## src/logic/fse_pkg.sv

```systemverilog
// Purpose: Constants shared by the flash status and error register bank.
// Assumes: APB with 32-bit data, one aligned word per register.
// Notes: Printed offsets are not all multiples of four, so each is an index.
package fse_pkg;
   // ***************************************************************
   // Register indices and widths
   // ***************************************************************
   localparam logic [7:0] FSE_IDX_FLASH_CFG = 8'h04;
   localparam logic [7:0] FSE_IDX_ERR_IRQ_EN = 8'h05;
   localparam logic [7:0] FSE_IDX_CMD_STATUS = 8'h06;
   localparam logic [7:0] FSE_IDX_ECC_STATUS = 8'h07;
   localparam int FSE_ADDR_W = 12;
   localparam int FSE_REG_W = 8;
   // ***************************************************************
   // Field positions
   // ***************************************************************
   localparam int FSE_SF_IE_BIT = 0;
   localparam int FSE_DF_IE_BIT = 1;
   localparam int FSE_CC_IE_BIT = 7;
   localparam int FSE_IGN_SF_BIT = 4;
   localparam int FSE_FORCE_DF_BIT = 1;
   localparam int FSE_CCF_BIT = 7;
   localparam int FSE_ACC_BIT = 5;
   localparam int FSE_PV_BIT = 4;
   localparam int FSE_BUSY_BIT = 3;
   localparam int FSE_SF_BIT = 0;
   localparam int FSE_DF_BIT = 1;
   // ***************************************************************
   // Reset values and masks
   // ***************************************************************
   localparam logic [7:0] FSE_ERR_IRQ_EN_MASK = 8'h03;
   localparam logic [7:0] FSE_CFG_MASK = 8'h92;
   localparam logic [7:0] FSE_RST_ZERO = 8'h00;
   localparam logic [1:0] FSE_STAT_CLEAN = 2'h0;
   localparam logic [1:0] FSE_STAT_RESET_DF = 2'h3;
   localparam logic [31:0] FSE_READ_ZERO = 32'h0000_0000;
endpackage

```

## src/logic/fse_status_regs.sv

```systemverilog
// Purpose: Flash command status, ECC error status and error irq enables.
// Assumes: Event inputs are one-cycle pulses synchronous to sys_clk.
// Notes: Command engine, protection decode and ECC logic live outside.
`timescale 1ns/1ps
module fse_status_regs #(
   parameter int ADDR_W = fse_pkg::FSE_ADDR_W
) (
   input wire logic sys_clk,
   input wire logic reset,
   input wire logic [ADDR_W-1:0] paddr,
   input wire logic psel,
   input wire logic penable,
   input wire logic pwrite,
   input wire logic [31:0] pwdata,
   input wire logic [3:0] pstrb,
   output logic [31:0] prdata,
   output logic pready,
   output logic pslverr,
   input wire logic cmd_done,
   input wire logic [1:0] cmd_done_status,
   input wire logic seq_violation,
   input wire logic illegal_cmd,
   input wire logic prot_violation,
   input wire logic seq_start_req,
   input wire logic reset_seq_done,
   input wire logic reset_seq_double_fault,
   input wire logic array_read,
   input wire logic ecc_single_fault,
   input wire logic ecc_double_fault,
   input wire logic read_collision,
   output logic cmd_launch,
   output logic seq_start_ok,
   output logic command_irq,
   output logic error_irq
);
   // ***************************************************************
   // Bus decode
   // ***************************************************************
   logic wr_en;
   logic rd_en;
   logic mapped;
   logic [7:0] reg_index;
   logic [7:0] wr_byte;
   logic sel_cfg;
   logic sel_err_en;
   logic sel_cmd;
   logic sel_ecc;

   fse_apb_slave #(
      .ADDR_W(ADDR_W)
   ) u_apb (
      .paddr(paddr),
      .psel(psel),
      .penable(penable),
      .pwrite(pwrite),
      .pwdata(pwdata),
      .pstrb(pstrb),
      .pready(pready),
      .pslverr(pslverr),
      .wr_en(wr_en),
      .rd_en(rd_en),
      .reg_index(reg_index),
      .wr_byte(wr_byte),
      .mapped(mapped)
   );

   // Word aligned addresses only; low bits must be zero.
   assign sel_cfg = (reg_index == fse_pkg::FSE_IDX_FLASH_CFG);
   assign sel_err_en = (reg_index == fse_pkg::FSE_IDX_ERR_IRQ_EN);
   assign sel_cmd = (reg_index == fse_pkg::FSE_IDX_CMD_STATUS);
   assign sel_ecc = (reg_index == fse_pkg::FSE_IDX_ECC_STATUS);
   assign mapped = (paddr[1:0] == 2'h0) &
                   ((reg_index >> 8) == 8'h00) &
                   (sel_cfg | sel_err_en | sel_cmd | sel_ecc);

   // ***************************************************************
   // Configuration registers
   // ***************************************************************
   logic [7:0] flash_configuration_reg;
   logic [7:0] error_irq_enable_reg;

   // Only the enable, ignore and force bits of the configuration exist.
   always_ff @(posedge sys_clk)
   begin
      if (reset)
         flash_configuration_reg <= fse_pkg::FSE_RST_ZERO;
      else if (wr_en & sel_cfg)
         flash_configuration_reg <= wr_byte & fse_pkg::FSE_CFG_MASK;
   end

   // Two enable bits; the upper six never store a value.
   always_ff @(posedge sys_clk)
   begin
      if (reset)
         error_irq_enable_reg <= fse_pkg::FSE_RST_ZERO;
      else if (wr_en & sel_err_en)
         error_irq_enable_reg <= wr_byte &
                                 fse_pkg::FSE_ERR_IRQ_EN_MASK;
   end

   logic command_complete_irq_en;
   logic ignore_single_fault;
   logic force_double_fault;
   logic double_fault_irq_en;
   logic single_fault_irq_en;
   assign command_complete_irq_en =
      flash_configuration_reg[fse_pkg::FSE_CC_IE_BIT];
   assign ignore_single_fault =
      flash_configuration_reg[fse_pkg::FSE_IGN_SF_BIT];
   assign force_double_fault =
      flash_configuration_reg[fse_pkg::FSE_FORCE_DF_BIT];
   assign double_fault_irq_en = error_irq_enable_reg[fse_pkg::FSE_DF_IE_BIT];
   assign single_fault_irq_en = error_irq_enable_reg[fse_pkg::FSE_SF_IE_BIT];

   // ***************************************************************
   // Command status
   // ***************************************************************
   logic access_error_flag;
   logic protection_violation_flag;
   logic command_complete_flag_reg;
   logic [1:0] completion_status_reg;
   logic cmd_wr;
   logic acc_set;
   logic pv_set;

   assign cmd_wr = wr_en & sel_cmd;
   // A launch needs both error flags clear; a write of one is ignored else.
   assign cmd_launch = cmd_wr & wr_byte[fse_pkg::FSE_CCF_BIT] &
                       command_complete_flag_reg &
                       ~access_error_flag &
                       ~protection_violation_flag;
   assign seq_start_ok = seq_start_req &
                         ~protection_violation_flag;
   assign acc_set = seq_violation | illegal_cmd;
   assign pv_set = prot_violation;

   // Flag drops at launch and rises at completion or a violation.
   always_ff @(posedge sys_clk)
   begin
      if (reset)
         command_complete_flag_reg <= 1'b1;
      else if (cmd_done | acc_set | pv_set)
         command_complete_flag_reg <= 1'b1;
      else if (cmd_launch)
         command_complete_flag_reg <= 1'b0;
   end

   fse_w1c_flag u_acc (
      .sys_clk(sys_clk),
      .reset(reset),
      .set_pulse(acc_set),
      .clear_pulse(cmd_wr & wr_byte[fse_pkg::FSE_ACC_BIT]),
      .flag_reg(access_error_flag)
   );

   fse_w1c_flag u_pv (
      .sys_clk(sys_clk),
      .reset(reset),
      .set_pulse(pv_set),
      .clear_pulse(cmd_wr & wr_byte[fse_pkg::FSE_PV_BIT]),
      .flag_reg(protection_violation_flag)
   );

   // Status clears at each launch and loads the result at completion.
   // A double fault in the reset sequence leaves both status bits set.
   always_ff @(posedge sys_clk)
   begin
      if (reset)
         completion_status_reg <= fse_pkg::FSE_STAT_CLEAN;
      else if (reset_seq_done & reset_seq_double_fault)
         completion_status_reg <= fse_pkg::FSE_STAT_RESET_DF;
      else if (cmd_done)
         completion_status_reg <= cmd_done_status;
      else if (cmd_launch)
         completion_status_reg <= fse_pkg::FSE_STAT_CLEAN;
   end

   logic [7:0] command_status;
   // Busy mirrors an open command; bit two and others are constant zero.
   always_comb
   begin
      command_status = fse_pkg::FSE_RST_ZERO;
      command_status[fse_pkg::FSE_CCF_BIT] = command_complete_flag_reg;
      command_status[fse_pkg::FSE_ACC_BIT] = access_error_flag;
      command_status[fse_pkg::FSE_PV_BIT] = protection_violation_flag;
      command_status[fse_pkg::FSE_BUSY_BIT] =
         ~command_complete_flag_reg;
      command_status[1:0] = completion_status_reg;
   end

   // ***************************************************************
   // ECC error status
   // ***************************************************************
   logic single_fault_flag;
   logic double_fault_flag;
   logic sf_set;
   logic df_set;
   logic ecc_wr;

   assign ecc_wr = wr_en & sel_ecc;
   // A real double fault excludes the single report; collision sets both.
   assign df_set = ecc_double_fault | read_collision |
                   (array_read & force_double_fault);
   assign sf_set = read_collision |
                   (ecc_single_fault & ~ecc_double_fault &
                    ~ignore_single_fault);

   fse_w1c_flag u_df (
      .sys_clk(sys_clk),
      .reset(reset),
      .set_pulse(df_set),
      .clear_pulse(ecc_wr & wr_byte[fse_pkg::FSE_DF_BIT]),
      .flag_reg(double_fault_flag)
   );

   fse_w1c_flag u_sf (
      .sys_clk(sys_clk),
      .reset(reset),
      .set_pulse(sf_set),
      .clear_pulse(ecc_wr & wr_byte[fse_pkg::FSE_SF_BIT]),
      .flag_reg(single_fault_flag)
   );

   logic [7:0] ecc_error_status;
   always_comb
   begin
      ecc_error_status = fse_pkg::FSE_RST_ZERO;
      ecc_error_status[fse_pkg::FSE_DF_BIT] = double_fault_flag;
      ecc_error_status[fse_pkg::FSE_SF_BIT] = single_fault_flag;
   end

   // ***************************************************************
   // Interrupt requests and read data
   // ***************************************************************
   // Levels straight from flags and enables, so they follow a clear at once.
   assign command_irq = command_complete_flag_reg &
                        command_complete_irq_en;
   assign error_irq = (double_fault_flag & double_fault_irq_en) |
                      (single_fault_flag & single_fault_irq_en);

   logic [7:0] rd_mux;
   always_comb
   begin
      rd_mux = fse_pkg::FSE_RST_ZERO;
      if (sel_cfg)
         rd_mux = flash_configuration_reg;
      else if (sel_err_en)
         rd_mux = error_irq_enable_reg;
      else if (sel_cmd)
         rd_mux = command_status;
      else if (sel_ecc)
         rd_mux = ecc_error_status;
   end

   // Read data is registered; it is held from the setup edge.
   always_ff @(posedge sys_clk)
   begin
      if (reset)
         prdata <= fse_pkg::FSE_READ_ZERO;
      else if (psel & ~penable & ~pwrite)
         prdata <= {24'h000000, rd_mux};
      else if (~psel)
         prdata <= fse_pkg::FSE_READ_ZERO;
   end
   logic rd_unused;
   assign rd_unused = rd_en;
endmodule

```

## src/logic/fse_w1c_flag.sv

```systemverilog
// Purpose: One sticky flag that hardware sets and software clears by one.
// Assumes: Synchronous active high reset.
// Notes: A set in the same cycle as a clear wins.
`timescale 1ns/1ps
module fse_w1c_flag #(
   parameter logic RESET_VAL = 1'b0
) (
   input wire logic sys_clk,
   input wire logic reset,
   input wire logic set_pulse,
   input wire logic clear_pulse,
   output logic flag_reg
);
   // Set dominates so no event is lost under a racing clear.
   always_ff @(posedge sys_clk)
   begin
      if (reset)
         flag_reg <= RESET_VAL;
      else if (set_pulse)
         flag_reg <= 1'b1;
      else if (clear_pulse)
         flag_reg <= 1'b0;
   end
endmodule

```

## src/logic/fse_apb_slave.sv

```systemverilog
// Purpose: APB slave front end: decodes one access, answers with no wait.
// Assumes: 32-bit APB, registers in the low byte of aligned words.
// Notes: Unmapped indices read zero and signal pslverr; paddr bits above bit 9 are not decoded, so those addresses alias.
`timescale 1ns/1ps
module fse_apb_slave #(
   parameter int ADDR_W = 12
) (
   input wire logic [ADDR_W-1:0] paddr,
   input wire logic psel,
   input wire logic penable,
   input wire logic pwrite,
   input wire logic [31:0] pwdata,
   input wire logic [3:0] pstrb,
   output logic pready,
   output logic pslverr,
   output logic wr_en,
   output logic rd_en,
   output logic [7:0] reg_index,
   output logic [7:0] wr_byte,
   input wire logic mapped
);
   // Access phase completes in its first cycle; writes need lane zero.
   assign pready = 1'b1;
   assign reg_index = 8'(paddr >> 2);
   assign wr_byte = pwdata[7:0];
   assign wr_en = psel & penable & pwrite & mapped & pstrb[0];
   assign rd_en = psel & penable & ~pwrite & mapped;
   assign pslverr = psel & penable & ~mapped;
endmodule

```

## config.mk

```make
export PLATFORM = sky130hd
export DESIGN_NAME = fse_status_regs
export DESIGN_NICKNAME = d
export VERILOG_FILES = /design/src/logic/fse_pkg.sv /design/src/logic/fse_status_regs.sv /design/src/logic/fse_w1c_flag.sv /design/src/logic/fse_apb_slave.sv
export SDC_FILE = /design/constraint.sdc
export NUM_CORES = 1
export LEC_CHECK = 0
export BUFFER_PORTS_ARGS = -buffer_cell sky130_fd_sc_hd__buf_2
export CORE_ASPECT_RATIO = 1.2
export CORE_MARGIN = 2
export CORE_UTILIZATION = 36
export CTS_BUF_LIST = sky130_fd_sc_hd__clkbuf_8 sky130_fd_sc_hd__clkbuf_16
export CTS_CLUSTER_DIAMETER = 50
export DETAILED_ROUTE_END_ITERATION = 8
export PLACE_DENSITY_LB_ADDON = 0.05
export SLEW_MARGIN = 30
export SYNTH_ARGS = -nofsm -noshare
export SYNTH_HDL_FRONTEND = slang
export SYNTH_SLANG_ARGS = --single-unit
```

## constraint.sdc

```tcl
create_clock -name sys_clk -period 2.25 [get_ports sys_clk]
set_input_delay 0.675 -clock sys_clk [delete_from_list [all_inputs] [get_ports sys_clk]]
set_output_delay 0.675 -clock sys_clk [all_outputs]
set_load 0.005 [all_outputs]
```

## After elaboration in Yosys (flattened, before gate mapping)

Index checks and enable logic that the tools add are counted.

- $add $sub $neg: 0
- Multipliers: 0
- Mux-type cells: 17
- Shifts and indexed selects: 0
- Bitwise gates (word level): 46
- Equality and inequality tests: 5
- Div/mod/pow operators: 0
- Magnitude comparators: 0
- Reduce and logical (&&, ||, !) cells: 7

Operators by type and width:

| kind | count |
|---|---|
| 2-to-1 mux 8 bit | 5 |
| == test 8 x 3 -> 1 bit (second input constant) | 4 |
| bitwise AND 1 bit | 28 |
| OR 1 bit | 10 |
| 2-to-1 mux 1 bit | 8 |
| 2-to-1 mux 2 bit | 4 |
| inverter 1 bit | 8 |
| nonzero test 2 bit | 4 |
| nonzero test 3 bit | 1 |
| zero test 2 bit | 1 |
| inequality test 2 x 1 -> 1 bit (second input constant) | 1 |
| OR reduction 2 bit | 1 |

- Output and inout bits: 38
- Register bits: 20
- Latch bits: 0
- Memories: 0
- Word-level logic and storage cells: 84
- Memory bits (read-only): 0
- Bits in writable memories: 0

## Logic depth before layout (Yosys ltp)

- Word-level depth: 15
- Depth in mapped cells: 5
- Mapped depth without buffers: 4

## By module

From an unflattened synthesis, not the netlist that was laid out.

- Cell total of the unflattened synthesis: 162
- Area total of the unflattened synthesis: 1305.0 µm²

By module, submodules not included:

| module | sequential area each (µm²) | cells each | times used | area each (µm²) |
|---|---|---|---|---|
| fse_status_regs | 280.3 | 122 | 1 | 987.2 |
| fse_apb_slave | 0.0 | 24 | 1 | 162.7 |
| fse_w1c_flag | 20.0 | 4 | 4 | 38.8 |

## Worst setup path after synthesis

OpenSTA, ideal clock, no wires.

- Path type: input-to-output
- From: in paddr[3]
- To: out cmd_launch
- Path slack: 0.141 ns
- Arrival time: 1.434 ns
- Stages on the path: 4
- Cell sequence: clkbuf_1 nor2b_1 nand4_1 nor2_1

- Cells in the longest elaborated chain, start to end: 12
- Elaborated cells between the ends (all ways): 15

Ends and longest elaborated chain:

| item | RTL line | text |
|---|---|---|
| start, declared | fse_status_regs.sv:10 | `input wire logic [ADDR_W-1:0] paddr,` |
| == test 8 x 3 -> 1 bit, on equally long branches | fse_status_regs.sv:68, fse_status_regs.sv:69 |  |
| OR 1 bit (3 in series) | fse_status_regs.sv:74 | `(sel_cfg \| sel_err_en \| sel_cmd \| sel_ecc);` |
| bitwise AND 1 bit | fse_status_regs.sv:73 | `((reg_index >> 8) == 8'h00) &` |
| bitwise AND 1 bit (2 in series) | fse_apb_slave.sv:26 | `assign wr_en = psel & penable & pwrite & mapped & pstrb[0];` |
| bitwise AND 1 bit (*) | fse_status_regs.sv:126 | `assign cmd_wr = wr_en & sel_cmd;` |
| bitwise AND 1 bit (*) (2 in series) | fse_status_regs.sv:128 | `assign cmd_launch = cmd_wr & wr_byte[fse_pkg::FSE_CCF_BIT] &` |
| bitwise AND 1 bit (*) | fse_status_regs.sv:129 | `command_complete_flag_reg &` |
| bitwise AND 1 bit (*) | fse_status_regs.sv:130 | `~access_error_flag &` |
| end, declared | fse_status_regs.sv:31 | `output logic cmd_launch,` |

Every way passes the cells marked *; elsewhere a longest branch is shown, timed or not.

## Final worst setup path

- From: in paddr[9]
- To: out cmd_launch

Same word-level chain as after synthesis.

==> key figures <==
Final layout
  – Share of layout cells above drive strength 1: 33.3%
  – Largest register FFs: 6
  – Layout area overhead: 25.2%
  – Layout Nets: 253
  – Finished Cell Area: roughly 0.0014 mm²
  – Fillcell total: 325
  – Ant diodes: 0

Clocking
  – Clock root cell: clkbuf_8
  – Worst-path clk slew: around 70 ps
  – Num CTS Buffers: 3
  – H-tree depth: 1
  – TritonCTS Sinks: 18
  – CTS tree: done
  – Clock tree buffer depth: 2
  – Hold Buf Count CTS: 0
  – Clock insertion delay at the later pin of the skew report: 250 ps

Power
  – Leak: just over 0.7 nW
  – Final Power: 0.704 mW
  – Peak VDD IR: 0.314 mV
  – Power per cell area: 505 mW/mm²

Timing
  – F_max: 453 MHz
  – Final setup fails: 0
  – Max-slew violation count: 0
  – Fin. Hold Viols: 0
  – RSZ-0062 raised after global routing: yes
  – Clock Skews: 1.30 ps
  – Crit path time final: 2210 ps
  – TNS Setup: 0 ps
  – Post-route clock period utilization: 98.1%

Hold path
  – Hold path startpoint: prdata[5]$_SDFFE_PP0P_
  – Hold Crit Class: flip-flop to flip-flop
  – Worst Hold Path Cells: 2
  – Hold Path End: prdata[5]$_SDFFE_PP0P_

Yosys
  – Adder-cell share of the synthesized area: 0%
  – Register area share after synthesis: 32.4%
  – Largest family of logic cells by synthesized area: simple AND/OR/NAND/NOR gates
  – Synth area leader: dfxtp_1
  – Mean post-synth cell area: 8.31 µm²
  – Yosys warns: 0
  – FF+latch count, synth: 18
  – Post-synthesis mux area share: 9.21%
  – Post-synth cell types: 28
  – Share of Yosys cell area claimed by the top area cell type: between 30% and 40%
  – Simple-gate area share of the yosys netlist: 23.6%
  – Ys flop type: dfxtp_1
  – Post-synth EDFFs: 0
  – Synth Instances: approximately 130
  – Compound-gate portion of the synthesized area: 13.3%
  – Post-synthesis async set-or-reset flop share: 0%
  – Synth top area cells: dfxtp_1, buf_4, mux2i_1, o21ai_0, nor2_1
  – Synthesized area: ~0.0011 mm²
  – Xor/xnor share of the synthesized area: 0%

Drt
  – Final wirelength: 2540 µm
  – Vias: about 1,000
  – DRC viols: 0
  – Router iterations before antenna repair: 3
  – DR vias/cell: around 4.6
  – Routed len/inst: 11.4 µm
  – ANT nets after route: 0
  – Detailed Route Iter0 Violations: 6

Setup path
  – CP required: 1570 ps
  – Worst setup SP type: input pin
  – CP arrival: 1530 ps
  – Crit end category: output port
  – CP max stage delay: 300 ps
  – Crit path kind: input pin to output port
  – R2R Setup Slk: 1170 ps
  – Slowest cell on crit path: nor4b_4
  – RR Startpoint: u_df.flag_reg$_SDFFE_PP0P_
  – CP Cell Sequence: buf_6 -> nor4b_4 -> nand4_1 -> nor2_1 -> buf_2
  – CP Max Fanout: 2
  – R2R depth: 3
  – Capturing point of the worst reg2reg path: prdata[1]$_SDFFE_PP0P_

GRT
  – Vias in the first global route: around 940
  – First-pass GRT wire length: 3880 µm
  – Largest net degree at the start of global routing: 14
  – Initial antenna violation count: 0
  – GRT Total Usage: 14.9%
  – Grt ovf: 0

Placement
  – Port Buffer Count: 44
  – Post-DP HPWL: 2150 µm
  – Final GP Congestion: 0.765
  – Placed Area: approximately 0.0013 mm²

Job
  – Max Cap Viol: 0

Die
  – Die Width: 54.8 µm
  – Starting Density: a little under two fifths
  – Ports: 104
  – Die Ht: 64.9 µm
  – Cell Rows: 22
  – Die area: 0.00356 mm²
  – Core ar.: around 0.0030 mm²

Outcome
  – Status: completed
critical path: cells and delay by family:
kind	cells	cell delay, ps
buffers and inverters	2	230
and+or+nand+nor	3	630
metal layers:
layer,routed length (µm),track usage (%),up-vias
met1,1010,16.8,455
met2,1300,25.7,43
met3,200,2.30,2
met5,0,0,-
li1,-,-,514
met4,33,7.50,0
area by class of cell:
cell class | instances | area [µm²] | share of cell area, %
multi-input cells | 106 | 614 | 44.1
flip-flops and latches | 18 | 360 | 25.9
repair buffers | 53 | 300 | 21.5
clock buffers | 4 | 55.1 | 3.95
well taps | 36 | 45.0 | 3.23
inverters | 5 | 18.8 | 1.35
what timing repair did:
item | in CTS | in global routing
setup endpoints to repair | 1 | 2
endpoints found under the hold margin | 0 | 0
pin swaps | 3 | 3
buffers inserted | 2 | 1
resized for setup | 1 | 1
how the worst max path moves through the flow:
stage / start / to / slack, ps / cells after the start
floorplan: paddr[3] / cmd_launch / 140 / 4
global placement: paddr[5] / cmd_launch / -40 / 5
detailed placement: paddr[5] / cmd_launch / -70 / 5
CTS: paddr[9] / cmd_launch / 7 / 5
global route: paddr[9] / cmd_launch / -60 / 5
finish: paddr[9] / cmd_launch / 40 / 5
logic make-up after synthesis:
| group | Yosys count |
|---|---|
| flops | 18 |
| simple gates | 44 |
| other cells | 2 |
| mux | 9 |
| compound gates | 26 |
| buf+inv | 35 |
placed cells by master (no fill, tap or decap), types with 3 or more instances in the layout:
cell,n
buf_2,42
nor2b_1,5
nand2_1,8
nand4_1,3
dfxtp_1,18
nor2_1,12
conb_1,27
clkbuf_8,4
nand3_1,7
a21oi_1,8
mux2i_1,8
o21ai_0,11
buf_4,9
inv_1,5
cells in the mapped netlist (2+ instances only):
cell type and n:
buf_4 27, dfxtp_1 18, nor2_1 12, o21ai_0 11
a21oi_1 8, mux2i_1 8, nand2_1 8, nand3_1 7
inv_1 5, nor2b_1 5, clkbuf_1 3, nand4_1 3
a31oi_1 2, conb_1 2, o31ai_1 2
power by group:
part	internal (mW)	total [mW]	switching, mW
clock network	0.155	0.266	0.111
logic	0.0489	0.106	0.0569
registers	0.326	0.332	0.00539
total	0.531	0.704	0.173
stage by stage:
step                util [%]  hold slack, ps  setup slack, ps  instances
floorplan                  -             445              141        159
detailed placement      43.7             449            -68.9        216
global placement        43.7             436            -40.7        216
global route            46.5             493            -62.1        222
finish                  46.5             459             42.8        222
CTS                     46.2             466             6.54        222
Note: power is estimated with default switching activity, not from simulation.
